## src/scd_params.svh

```systemverilog
/*
  constants of the spi command decoder: command words, field positions,
  frame word counts, response codes and timing.
  assumes inclusion by the package, the decoder module and the testbench.
*/
//
// Functional notes
// - all-zero command is a no-op; next frame carries the four conversion words
// - a no-op executes only when its command crc passes; error shown next frame
// - reset command word pulses a full reset of all user registers
// - reset latches on last falling clock of output crc word; shorter frame ignores
// - conversion-ready pin drops low the moment a latched reset takes effect
// - any command not executed becomes a no-op; outcome reported next frame
// - lock command sets locked flag; then only no-op, read and unlock accepted
// - unlock command clears the locked flag
// - write command: 011, 8-bit start address, two zeros, count minus one
// - a failed command crc or data crc blocks every register update
// - writes of more than three registers lengthen the frame past six words
// - read command: 101, 8-bit start address, 5-bit count minus one
// - next frame returns registers ascending instead of conversion data
// - frame after a read must carry a no-op; other commands are refused
// - readback word is 16-bit value then 8-bit address, msb aligned
// - invalid readback address returns zero value and zero address
// - when enabled, per-frame clock count mismatch sets fault flag next frame
// - expected clocks: larger word count times word length 24 or 32
// - short frame: lock, unlock, read run after command crc; write after data crc
// - ready pin rises after last conversion word is fully clocked out, or when the acquisition wait after a reset ends
// - standard frame holds six words on each line
// - crc failure executes nothing and sets input crc fault flag
`ifndef SCD_PARAMS_SVH
`define SCD_PARAMS_SVH
`define SCD_CMD_NULL    16'h0000
`define SCD_CMD_RESET   16'h0011
`define SCD_CMD_LOCK    16'h0555
`define SCD_CMD_UNLOCK  16'h0655
`define SCD_OP_WRITE_REGISTERS_CMD     3'b011
`define SCD_OP_READ_REGISTERS_CMD     3'b101
`define SCD_OP_HI       15
`define SCD_OP_LO       13
`define SCD_ADDR_HI     12
`define SCD_ADDR_LO     5
`define SCD_WZERO_HI    4
`define SCD_WZERO_LO    3
`define SCD_WCNT_HI     2
`define SCD_RCNT_HI     4
`define SCD_WR_MAX      8
`define SCD_STD_WORDS   8'h06
`define SCD_STD_LAST    8'h05
`define SCD_CONV_LAST   8'h04
`define SCD_CRC_IDX     8'h01
`define SCD_WL_SHORT    6'h18
`define SCD_WL_LONG     6'h20
`define SCD_RSP_NULL    4'h0
`define SCD_RSP_RESET   4'h1
`define SCD_RSP_LOCK    4'h2
`define SCD_RSP_UNLOCK  4'h3
`define SCD_RSP_WRITE_REGISTERS_CMD    4'h4
`define SCD_RSP_READ_REGISTERS_CMD    4'h5
`define SCD_RSP_FIRST   4'hf
`define SCD_CLK_NS      5
`define SCD_REGACQ_NS   5000
`define SCD_REGACQ_CYC  ((`SCD_REGACQ_NS + `SCD_CLK_NS - 1) / `SCD_CLK_NS)
`endif

```

## src/scd_pkg.sv

```systemverilog
/*
  types of the spi command decoder: frame phase and command response.
  assumes scd_params.svh on the include path.
*/
`default_nettype none
`include "scd_params.svh"
package scd_pkg;
  typedef enum logic [1:0] {
    PH_IDLE = 2'b00,
    PH_CMD  = 2'b01,
    PH_BODY = 2'b11
  } scd_phase_t;

  typedef enum logic [3:0] {
    RSP_NULL   = `SCD_RSP_NULL,
    RSP_RESET  = `SCD_RSP_RESET,
    RSP_LOCK   = `SCD_RSP_LOCK,
    RSP_UNLOCK = `SCD_RSP_UNLOCK,
    RSP_WRITE_REGISTERS_CMD   = `SCD_RSP_WRITE_REGISTERS_CMD,
    RSP_READ_REGISTERS_CMD   = `SCD_RSP_READ_REGISTERS_CMD,
    RSP_FIRST  = `SCD_RSP_FIRST
  } scd_rsp_t;
endpackage
`default_nettype wire

```

## src/scd_top.sv

```systemverilog
/*
  spi command decoder with serial clock counter, slave side of a full
  duplex frame link: decodes commands, gates them by crc and lock, drives
  status, conversion or readback words, and the conversion-ready pin.
  assumes spi mode with sdo changed on sclk rise and sdi sampled on sclk
  fall, sclk at least 8x slower than i_clk, and an outside crc engine
  and register file on i_clk.
*/
// Chosen here: strobed register access and the register offsets.
`default_nettype none
`include "scd_params.svh"
module scd_top #(
  parameter int P_REGACQ_CYC = `SCD_REGACQ_CYC
) (
  input  wire logic             i_clk,
  input  wire logic             i_sys_rst,
  input  wire logic             i_sclk,
  input  wire logic             i_cs_n,
  input  wire logic             i_sdi,
  input  wire logic             i_word_len32,
  input  wire logic             i_clk_count_en,
  input  wire logic             i_cmd_crc_ok,
  input  wire logic             i_data_crc_ok,
  input  wire logic [15:0]      i_out_crc,
  input  wire logic [95:0]      i_conv_data,
  input  wire logic             i_conv_new,
  input  wire logic [15:0]      i_status_low,
  input  wire logic [15:0]      i_reg_rdata,
  input  wire logic             i_reg_addr_ok,
  input  wire logic             i_reset_flag_clr,
  output logic                  o_sdo,
  output logic                  o_sdo_oe,
  output logic                  o_conversion_ready_pin_n,
  output logic                  o_reg_wr,
  output logic                  o_reg_rd,
  output logic [7:0]            o_reg_addr,
  output logic [15:0]           o_reg_wdata,
  output logic                  o_user_reset,
  output logic                  o_locked,
  output logic                  o_reset_occurred,
  output logic                  o_input_crc_fault,
  output logic                  o_clock_count_fault,
  output scd_pkg::scd_rsp_t     o_cmd_response
);
  import scd_pkg::*;

  localparam int WR_MAX = `SCD_WR_MAX;

  function automatic scd_rsp_t scd_decode(input logic [15:0] w);
    if (w == `SCD_CMD_RESET) return RSP_RESET;
    if (w == `SCD_CMD_LOCK) return RSP_LOCK;
    if (w == `SCD_CMD_UNLOCK) return RSP_UNLOCK;
    if (w[`SCD_OP_HI:`SCD_OP_LO] == `SCD_OP_WRITE_REGISTERS_CMD && w[`SCD_WZERO_HI:`SCD_WZERO_LO] == 2'b00)
      return RSP_WRITE_REGISTERS_CMD;
    if (w[`SCD_OP_HI:`SCD_OP_LO] == `SCD_OP_READ_REGISTERS_CMD) return RSP_READ_REGISTERS_CMD;
    return RSP_NULL;
  endfunction

  function automatic logic [23:0] scd_conv(input logic [95:0] d, input logic [1:0] k);
    logic [23:0] r;
    r = 24'h000000;
    unique case (k)
      2'h0: r = d[95:72];
      2'h1: r = d[71:48];
      2'h2: r = d[47:24];
      2'h3: r = d[23:0];
    endcase
    return r;
  endfunction

  // link inputs cross into i_clk through two flops before any logic
  logic [2:0]  sclk_s;
  logic [2:0]  cs_s;
  logic [1:0]  sdi_s;

  always_ff @(posedge i_clk or posedge i_sys_rst) begin
    if (i_sys_rst) begin
      sclk_s <= 3'h0;
      cs_s   <= 3'h7;
      sdi_s  <= 2'h0;
    end else begin
      sclk_s <= {sclk_s[1:0], i_sclk};
      cs_s   <= {cs_s[1:0], i_cs_n};
      sdi_s  <= {sdi_s[0], i_sdi};
    end
  end

  logic in_frame;
  logic cs_fall;
  logic cs_rise;
  logic s_rise;
  logic s_fall;
  assign in_frame = ~cs_s[1];
  assign cs_fall  = ~cs_s[1] & cs_s[2];
  assign cs_rise  = cs_s[1] & ~cs_s[2];
  assign s_rise   = in_frame & sclk_s[1] & ~sclk_s[2];
  assign s_fall   = in_frame & ~sclk_s[1] & sclk_s[2];

  scd_phase_t  phase;
  logic [5:0]  wl;
  logic [5:0]  bit_cnt;
  logic [7:0]  word_idx;
  logic [15:0] clk_cnt;
  logic [31:0] rx_sh;
  logic [31:0] next_rx;
  logic [15:0] rx_top;
  logic        word_end;

  assign next_rx  = {rx_sh[30:0], sdi_s[1]};
  assign rx_top   = (wl == `SCD_WL_LONG) ? next_rx[31:16] : next_rx[23:8];
  assign word_end = s_fall & (bit_cnt == wl - 6'h01);

  // bit and word position, pulse count
  always_ff @(posedge i_clk or posedge i_sys_rst) begin
    if (i_sys_rst) begin
      wl       <= `SCD_WL_SHORT;
      bit_cnt  <= 6'h00;
      word_idx <= 8'h00;
      clk_cnt  <= 16'h0000;
      rx_sh    <= 32'h00000000;
    end else if (cs_fall) begin
      wl       <= i_word_len32 ? `SCD_WL_LONG : `SCD_WL_SHORT;
      bit_cnt  <= 6'h00;
      word_idx <= 8'h00;
      clk_cnt  <= 16'h0000;
    end else if (s_fall) begin
      rx_sh    <= next_rx;
      // saturate so a runaway clock still reads as a mismatch
      if (clk_cnt != 16'hffff) clk_cnt <= clk_cnt + 16'h0001;
      if (word_end) begin
        bit_cnt <= 6'h00;
        if (word_idx != 8'hff) word_idx <= word_idx + 8'h01;
      end else begin
        bit_cnt <= bit_cnt + 6'h01;
      end
    end
  end

  logic crc_end;
  assign crc_end = word_end & (word_idx == `SCD_CRC_IDX) & (phase == PH_CMD);

  always_ff @(posedge i_clk or posedge i_sys_rst) begin
    if (i_sys_rst) begin
      phase <= PH_IDLE;
    end else begin
      unique case (phase)
        PH_IDLE: if (cs_fall) phase <= PH_CMD;
        PH_CMD:  if (cs_rise) phase <= PH_IDLE;
                 else if (crc_end) phase <= PH_BODY;
        PH_BODY: if (cs_rise) phase <= PH_IDLE;
        default: phase <= PH_IDLE;
      endcase
    end
  end

  // command decode and execution
  logic [15:0] cmd_word;
  scd_rsp_t    kind;
  logic        cmd_ok;
  logic        rb_frame;
  logic        rd_pend;
  logic [7:0]  rd_base;
  logic [4:0]  rd_n;
  logic [7:0]  rb_base;
  logic [4:0]  rb_n;
  logic [7:0]  out_last;
  logic [7:0]  exp_words;
  logic [7:0]  in_words;
  logic [7:0]  out_words;
  logic        wr_arm;
  logic [7:0]  wr_base;
  logic [2:0]  wr_n;
  logic        rst_arm;
  logic        rst_hit;
  logic        wr_start;
  scd_rsp_t    exec_rsp;
  logic        crc_fault_cur;
  logic        locked;
  logic        data_end;

  assign kind = scd_decode(cmd_word);
  // refused in a readback frame or while locked, except the accepted set
  assign cmd_ok = i_cmd_crc_ok & ((kind == RSP_NULL) | (~rb_frame & (~locked
                  | kind == RSP_READ_REGISTERS_CMD | kind == RSP_UNLOCK)));
  assign in_words  = (kind == RSP_WRITE_REGISTERS_CMD) ? 8'(cmd_word[`SCD_WCNT_HI:0]) + 8'h04 : `SCD_STD_WORDS;
  assign out_words = out_last + 8'h01;
  assign data_end  = word_end & wr_arm & (phase == PH_BODY) & (word_idx == 8'(wr_n) + 8'h03);
  assign rst_hit   = word_end & rst_arm & (word_idx == out_last);
  assign wr_start  = data_end & i_data_crc_ok;

  always_ff @(posedge i_clk or posedge i_sys_rst) begin
    if (i_sys_rst) begin
      cmd_word      <= `SCD_CMD_NULL;
      rb_frame      <= 1'b0;
      rd_pend       <= 1'b0;
      rd_base       <= 8'h00;
      rd_n          <= 5'h00;
      rb_base       <= 8'h00;
      rb_n          <= 5'h00;
      out_last      <= `SCD_STD_LAST;
      exp_words     <= `SCD_STD_WORDS;
      wr_arm        <= 1'b0;
      wr_base       <= 8'h00;
      wr_n          <= 3'h0;
      rst_arm       <= 1'b0;
      exec_rsp      <= RSP_FIRST;
      crc_fault_cur <= 1'b0;
      locked        <= 1'b0;
    end else if (rst_hit) begin
      rd_pend       <= 1'b0;
      rst_arm       <= 1'b0;
      wr_arm        <= 1'b0;
      locked        <= 1'b0;
      exec_rsp      <= RSP_FIRST;
    end else if (cs_fall) begin
      cmd_word      <= `SCD_CMD_NULL;
      rb_frame      <= rd_pend;
      rb_base       <= rd_base;
      rb_n          <= rd_n;
      rd_pend       <= 1'b0;
      out_last      <= rd_pend ? 8'(rd_n) + 8'h02 : `SCD_STD_LAST;
      exp_words     <= rd_pend ? 8'(rd_n) + 8'h03 : `SCD_STD_WORDS;
      wr_arm        <= 1'b0;
      rst_arm       <= 1'b0;
      exec_rsp      <= RSP_NULL;
      crc_fault_cur <= 1'b0;
    end else if (word_end & (word_idx == 8'h00) & (phase == PH_CMD)) begin
      cmd_word      <= rx_top;
    end else if (crc_end) begin
      // larger of input and output length decides the clock budget
      exp_words     <= (in_words > out_words) ? in_words : out_words;
      if (!i_cmd_crc_ok) crc_fault_cur <= 1'b1;
      if (cmd_ok) begin
        unique case (kind)
          RSP_LOCK:   begin locked <= 1'b1; exec_rsp <= RSP_LOCK; end
          RSP_UNLOCK: begin locked <= 1'b0; exec_rsp <= RSP_UNLOCK; end
          RSP_READ_REGISTERS_CMD: begin
            rd_pend  <= 1'b1;
            rd_base  <= cmd_word[`SCD_ADDR_HI:`SCD_ADDR_LO];
            rd_n     <= cmd_word[`SCD_RCNT_HI:0];
            exec_rsp <= RSP_READ_REGISTERS_CMD;
          end
          RSP_WRITE_REGISTERS_CMD: begin
            wr_arm   <= 1'b1;
            wr_base  <= cmd_word[`SCD_ADDR_HI:`SCD_ADDR_LO];
            wr_n     <= cmd_word[`SCD_WCNT_HI:0];
          end
          RSP_RESET: rst_arm <= 1'b1;
          default:   exec_rsp <= RSP_NULL;
        endcase
      end
    end else if (data_end) begin
      wr_arm <= 1'b0;
      if (i_data_crc_ok) exec_rsp <= RSP_WRITE_REGISTERS_CMD;
      else crc_fault_cur <= 1'b1;
    end
  end

  // data words are held until their crc passes, so a bad frame writes nothing
  logic [15:0] wr_buf [WR_MAX];
  logic [3:0]  wr_left;
  logic [2:0]  wr_pos;

  always_ff @(posedge i_clk) begin
    if (word_end & wr_arm & (phase == PH_BODY) & (word_idx >= 8'h02)
        & (word_idx <= 8'(wr_n) + 8'h02)) begin
      wr_buf[3'(word_idx - 8'h02)] <= rx_top;
    end
  end

  // register port: burst writes, readback fetches one word ahead
  logic        prep_go;
  logic [7:0]  prep_idx;
  logic [1:0]  prep_d;
  logic [7:0]  prep_k1;
  logic [7:0]  prep_k;
  logic        rb_word;
  assign prep_go  = cs_fall | word_end;
  assign prep_idx = cs_fall ? 8'h00 : word_idx + 8'h01;
  assign rb_word  = rb_frame & (prep_idx != 8'h00) & (prep_idx <= 8'(rb_n) + 8'h01);

  always_ff @(posedge i_clk or posedge i_sys_rst) begin
    if (i_sys_rst) begin
      o_reg_wr    <= 1'b0;
      o_reg_rd    <= 1'b0;
      o_reg_addr  <= 8'h00;
      o_reg_wdata <= 16'h0000;
      wr_left     <= 4'h0;
      wr_pos      <= 3'h0;
    end else if (wr_start) begin
      o_reg_wr    <= 1'b0;
      o_reg_rd    <= 1'b0;
      wr_left     <= 4'(wr_n) + 4'h1;
      wr_pos      <= 3'h0;
    end else if (wr_left != 4'h0) begin
      o_reg_wr    <= 1'b1;
      o_reg_rd    <= 1'b0;
      o_reg_addr  <= wr_base + 8'(wr_pos);
      o_reg_wdata <= wr_buf[wr_pos];
      wr_pos      <= wr_pos + 3'h1;
      wr_left     <= wr_left - 4'h1;
    end else if (prep_go & rb_word & ~rst_hit) begin
      o_reg_wr    <= 1'b0;
      o_reg_rd    <= 1'b1;
      o_reg_addr  <= rb_base + (prep_idx - 8'h01);
    end else begin
      o_reg_wr    <= 1'b0;
      o_reg_rd    <= 1'b0;
    end
  end

  // status flags reported in the following frame
  logic crc_fault_rep;
  logic clk_fault_rep;
  logic [15:0] exp_clk;
  assign exp_clk = 16'(exp_words) * 16'(wl);

  always_ff @(posedge i_clk or posedge i_sys_rst) begin
    if (i_sys_rst) begin
      crc_fault_rep  <= 1'b0;
      clk_fault_rep  <= 1'b0;
      o_cmd_response <= RSP_FIRST;
    end else if (cs_rise) begin
      crc_fault_rep  <= crc_fault_cur;
      clk_fault_rep  <= i_clk_count_en & (clk_cnt != exp_clk);
      o_cmd_response <= exec_rsp;
    end
  end

  always_ff @(posedge i_clk or posedge i_sys_rst) begin
    if (i_sys_rst) begin
      o_reset_occurred <= 1'b1;
    end else if (rst_hit) begin
      o_reset_occurred <= 1'b1;
    end else if (i_reset_flag_clr) begin
      o_reset_occurred <= 1'b0;
    end
  end

  always_ff @(posedge i_clk or posedge i_sys_rst) begin
    if (i_sys_rst) begin
      o_locked            <= 1'b0;
      o_input_crc_fault   <= 1'b0;
      o_clock_count_fault <= 1'b0;
      o_user_reset        <= 1'b0;
    end else begin
      o_locked            <= locked;
      o_input_crc_fault   <= crc_fault_rep;
      o_clock_count_fault <= clk_fault_rep;
      o_user_reset        <= rst_hit;
    end
  end

  // output word assembly; the crc word comes from the outside engine
  logic [31:0] tx_next;
  logic [31:0] tx_sh;
  logic [23:0] status_w;
  assign status_w = {~o_reset_occurred, ~crc_fault_rep, ~clk_fault_rep,
                     o_cmd_response, locked, i_status_low};

  always_ff @(posedge i_clk or posedge i_sys_rst) begin
    if (i_sys_rst) begin
      prep_d  <= 2'h0;
      prep_k1 <= 8'h00;
      prep_k  <= 8'h00;
      tx_next <= 32'h00000000;
    end else begin
      // extra stage: read data stand the cycle after the strobe
      prep_d  <= {prep_d[0], prep_go};
      prep_k1 <= prep_idx;
      prep_k  <= prep_k1;
      if (prep_d[1]) begin
        if (prep_k == 8'h00)
          tx_next <= {status_w, 8'h00};
        else if (prep_k == out_last)
          tx_next <= {i_out_crc, 16'h0000};
        else if (rb_frame)
          tx_next <= i_reg_addr_ok ? {i_reg_rdata, o_reg_addr, 8'h00}
                                   : 32'h00000000;
        else if (prep_k <= `SCD_CONV_LAST)
          tx_next <= {scd_conv(i_conv_data, 2'(prep_k - 8'h01)), 8'h00};
        else
          tx_next <= 32'h00000000;
      end
    end
  end

  always_ff @(posedge i_clk or posedge i_sys_rst) begin
    if (i_sys_rst) begin
      o_sdo    <= 1'b0;
      o_sdo_oe <= 1'b0;
      tx_sh    <= 32'h00000000;
    end else begin
      o_sdo_oe <= in_frame;
      if (!in_frame) begin
        o_sdo <= 1'b0;
      end else if (s_rise) begin
        if (bit_cnt == 6'h00) begin
          o_sdo <= tx_next[31];
          tx_sh <= {tx_next[30:0], 1'b0};
        end else begin
          o_sdo <= tx_sh[31];
          tx_sh <= {tx_sh[30:0], 1'b0};
        end
      end
    end
  end

  // conversion-ready pin: low on new data or reset, high once all read
  logic [31:0] acq_cnt;
  logic        conv_read;
  assign conv_read = word_end & ~rb_frame & (word_idx == `SCD_CONV_LAST);

  always_ff @(posedge i_clk or posedge i_sys_rst) begin
    if (i_sys_rst) begin
      o_conversion_ready_pin_n <= 1'b0;
      acq_cnt                  <= 32'(P_REGACQ_CYC);
    end else if (rst_hit) begin
      o_conversion_ready_pin_n <= 1'b0;
      acq_cnt                  <= 32'(P_REGACQ_CYC);
    end else if (acq_cnt != 32'h00000000) begin
      acq_cnt <= acq_cnt - 32'h00000001;
      if (acq_cnt == 32'h00000001) o_conversion_ready_pin_n <= 1'b1;
    end else if (i_conv_new) begin
      o_conversion_ready_pin_n <= 1'b0;
    end else if (conv_read) begin
      o_conversion_ready_pin_n <= 1'b1;
    end
  end

endmodule // scd_top
`default_nettype wire

```

## config.mk

```make
export PLATFORM = sky130hd
export DESIGN_NAME = scd_top
export DESIGN_NICKNAME = d
export VERILOG_FILES = /design/src/scd_pkg.sv /design/src/scd_top.sv
export VERILOG_INCLUDE_DIRS = /design/src /design/src/src
export SDC_FILE = /design/constraint.sdc
export NUM_CORES = 1
export LEC_CHECK = 0
export BUFFER_PORTS_ARGS = -buffer_cell sky130_fd_sc_hd__buf_2
export CAP_MARGIN = 0
export CORE_ASPECT_RATIO = 0.8
export CORE_UTILIZATION = 55
export CTS_CLUSTER_SIZE = 16
export DETAILED_ROUTE_END_ITERATION = 8
export GPL_TIMING_DRIVEN = 1
export HOLD_SLACK_MARGIN = 0.12
export PLACE_DENSITY = 0.73
export SLEW_MARGIN = 20
export SYNTH_ARGS = -nofsm -noshare
export SYNTH_HDL_FRONTEND = slang
export SYNTH_SLANG_ARGS = --single-unit
```

## constraint.sdc

```tcl
create_clock -name i_clk -period 14.2 [get_ports i_clk]
set_clock_uncertainty 0.2 [all_clocks]
set_input_delay 2.84 -clock i_clk [delete_from_list [all_inputs] [get_ports i_clk]]
set_output_delay 2.84 -clock i_clk [all_outputs]
set_load 0.02 [all_outputs]
```

==> results.py <==
metrics = {
    "route": {
        "dr_total_vias": 14720,
        "vias_per_cell": 5.949,
        "ant_nets": 0,
        "detailedRoute.firstPassIterationCount": 5,
        "drt-total-wl_um": 49410,
        "remaining_drc_errors": 0,
        "post_drt_wl_per_cell_um": 19.97,
        "drt_iter0_markers": 1292,
    },
    "synth": {
        "ys_async_sr_fraction_pct": 69.60,
        "ys_seq_area_share_pct": 53.07,
        "synth_edf_count": 128,
        "synth.distinct_cells": 82,
        "synth_register_bits": 421,
        "syn_nets": 2030,
        "yosys_warnings": 0,
        "yosys_most_used_dff": "dfrtp_1",
        "syn_area_mm2": 0.02111,
        "post_synth.cell_area_avg_um2": 11.78,
        "netlist_instances": 1792,
    },
    "setup_path": {
        "critical_path.startpoint_type": "register",
        "ff2ff_path_depth": 10,
        "setup.worst_path.class": "reg2reg",
        "critical_path.n_buffers_inverters": 3,
        "timing.critical_path.fanout_max": 15,
        "max_stage_delay_ns": 1.07,
        "cell_with_the_largest_stage_delay_on_the_worst_path": "or4_1",
        "cp_data_required_time_ns": 14.42,
        "timing.critical_path.cells": "inv_1 -> ha_1 -> xnor2_1 -> nand4_1 -> or4_1 -> inv_1 -> nor2_1 -> buf_4 -> nand2_1 -> o21ai_0",
        "critical_path_cell_count": 10,
        "crit_family": "simple AND/OR/NAND/NOR gates",
        "critical-path-top-cell-by-count": "inv_1",
        "worstPathArrival_ns": 4.78,
        "timing.critical_path.to_type": "register",
    },
    "cells_and_area": {
        "area_occupied_by_multi_input_gates_mm2": 0.009196,
        "final_nets": 2191,
        "layout.cells.non_filler": 2474,
        "seq_area_mm2": 0.01121,
        "area_growth_syn_to_layout_pct": 13.46,
        "finalCoreUtilization_pct": 63.97,
        "fillers": 2890,
        "drive_gt1_share_pct": 23.46,
    },
    "power": {
        "leakagePower_nw": 10.39,
        "power_per_cell_area_mw_per_mm2": 126.1,
        "irDropWorstVdd_mv": 0.07979,
    },
    "clocking": {
        "clock-sinks": 421,
        "cts_setup_buffers": 0,
        "clk_root_buffer_cell": "clkbuf_16",
        "cts-buffers-inserted": 41,
        "cts_hold_repair.buffers": 0,
        "cts_max_path_buffers": 3,
        "cts_repair_resize_count": 0,
        "cts_clk_pin_slew_worst_paths_ns": 0.06,
        "worstSkewPairLatency_ns": 0.54,
        "cts_tree": "yes",
        "cts.htree.levels": 2,
    },
    "global_route": {
        "grt_antenna_before_repair": 1,
        "global_route.overflow_total": 0,
        "pin_count_of_the_biggest_net_entering_global_routing": 180,
        "first_global_vias": 14430,
        "track_usage_pct": 25.56,
        "first_pass_grt_wire_length_um": 78690,
    },
    "run_status": {
        "outcome": "completed",
    },
    "sta": {
        "achievable-frequency_ghz": 0.2191,
        "finalMaxSlewViolations": 0,
        "timing.hold.ws_ns": 0.1482,
        "timing.final.crit_period_ns": 4.564,
        "actual_slew_at_the_worst_max_slew_pin_ns": 1.004,
        "final.period_utilization_pct": 32.14,
        "setup-tns-final_ns": 0,
        "final-setup-viol-count": 0,
        "grt_setup_unrepaired": "false",
        "maxSlewHeadroom_pct": 32.83,
        "final_hold_viol_count": 0,
    },
    "place": {
        "post-place-cells": 2397,
        "hpwl_um": 33990,
        "buffer_ports.inserted": 193,
        "gp_congestion": 0.9082,
    },
    "floorplan": {
        "die_h_um": 177.2,
        "ioPinCount": 194,
        "initial_core_utilization_pct": 56.38,
        "die_area_mm2": 0.03918,
        "core-area_mm2": 0.03744,
        "die_x_um": 221.0,
        "floorplan.rows": 63,
    },
    "job": {
        "drv.max_cap_violation_count": 0,
    },
    "min_path": {
        "class_of_the_most_critical_hold_timing_path": "reg2reg",
        "worstHoldPathCells": 0,
    },
}
==> final timing paths <==
path | start | endpoint | slack, ns
worst max-delay path | wl[4] | rb_base[4] | 9.64
worst min-delay path | prep_k1[0] | prep_k[0] | 0.15
worst max register to register | wl[4] | rb_base[4] | 9.64
worst min register to register | prep_k1[0] | prep_k[0] | 0.15
max in group asynchronous | i_sys_rst | prep_k[1] | 9.99
min in group asynchronous | i_sys_rst | o_reg_wdata[10] | 2.29
==> where the power goes <==
part           switching [mW]  total [mW]  internal [mW]  leakage [nW]
Sequential             0.0827        1.40           1.32          4.91
Clock                   0.455        1.14          0.680         0.690
Combinational           0.254       0.485          0.231          4.79
Total                   0.792        3.02           2.23          10.4
==> registers in the layout, summed over array words and instances (netlist names), 16 cells and up <==
register / cells
o_reg_wdata: 16
wr_buf: 128
clk_cnt: 16
rx_sh: 31
tx_next: 24
tx_sh: 23
acq_cnt: 32
cmd_word: 16
==> stage by stage <==
step	power, mW	area, um2	setup WS, ns
final	3.021	23950	9.636
after global routing	3.155	23950	9.399
after CTS	3.038	23940	9.705
after detailed placement	1.899	22530	9.402
after global placement	1.883	22530	9.432
after floorplan	1.759	21110	3.107
==> cells in the mapped netlist, drive strengths merged, types with 4 or more instances <==
| cell | count | share of area, % |
|---|---|---|
| a211oi | 15 | 0.53 |
| a21o | 6 | 0.21 |
| a21oi | 92 | 2.2 |
| a22oi | 8 | 0.28 |
| a31oi | 11 | 0.40 |
| a32o | 17 | 0.81 |
| and2 | 12 | 0.36 |
| and3 | 10 | 0.30 |
| buf | 22 | 0.50 |
| clkbuf | 75 | 1.3 |
| dfrtp | 270 | 32 |
| dfstp | 23 | 2.9 |
| edfxtp | 128 | 18 |
| fa | 8 | 0.76 |
| ha | 74 | 4.4 |
| inv | 101 | 1.8 |
| mux2 | 85 | 4.7 |
| mux2i | 48 | 2.3 |
| mux4 | 56 | 6.0 |
| nand2 | 132 | 2.3 |
| nand2b | 7 | 0.21 |
| nand3 | 30 | 0.71 |
| nand4 | 17 | 0.50 |
| nor2 | 150 | 2.7 |
| nor2b | 35 | 1.0 |
| nor3 | 32 | 0.76 |
| nor3b | 4 | 0.14 |
| nor4 | 15 | 0.55 |
| nor4b | 6 | 0.28 |
| o2111ai | 4 | 0.17 |
| o21a | 18 | 0.64 |
| o21ai | 71 | 1.7 |
| o22a | 6 | 0.25 |
| o311ai | 13 | 0.54 |
| or2 | 4 | 0.12 |
| or3 | 23 | 0.71 |
| or4 | 16 | 0.59 |
| xnor2 | 66 | 2.7 |
| xor2 | 37 | 1.5 |
==> worst register-to-register path: stages (launching register included) <==
cell	delay (ns)
dfstp_2	0.65
inv_1	0.09
ha_1	0.31
xnor2_1	0.26
nand4_1	0.52
or4_1	1.08
inv_1	0.56
nor2_1	0.30
buf_4	0.28
nand2_1	0.10
o21ai_0	0.09
==> cell usage in the layout (no fill, tap or decap), types with 30 or more instances in the layout <==
cell       synthesis  final
ha_1              74     74
nand2_1          132    132
nor2_1           149    148
nor2b_1           35     34
mux2i_1           48     48
clkbuf_16          0     43
a21oi_1           92     92
xor2_1            37     37
mux4_2            56     56
xnor2_1           66     66
buf_2              7    193
dfrtp_1          270    267
mux2_2            72     72
nand3_1           30     30
inv_1            101    100
edfxtp_1         128    128
o21ai_0           69     69
==> routing by layer <==
layer	GRT usage (%)	vias up	part of all wire (%)
li1	-	6786	-
met1	37.34	7374	47
met2	39.49	477	45
met3	4.416	81	5.9
met4	7.343	0	2.2
met5	0	-	0
==> logic make-up after synthesis <==
group | synth area share [%]
DFF | 53.07
adders and majority gates | 5.144
and+or+nand+nor | 11.94
AOI/OAI and AO/OA | 8.884
buffers and inverters | 3.633
muxes | 12.94
xor gates and xnor gates | 4.380
==> cell type report <==
| cell class | count | share of cell area (%) |
|---|---|---|
| Inverter | 101 | 1.614 |
| Sequential cell | 421 | 46.79 |
| Clock buffer | 56 | 4.821 |
| Timing Repair Buffer | 215 | 4.774 |
| Tap cell | 487 | 2.544 |
| Antenna cell | 1 | 0.01045 |
| Clock inverter | 20 | 1.050 |
| Multi-Input combinational cell | 1173 | 38.39 |
Note: power is estimated with default switching activity, not from simulation.
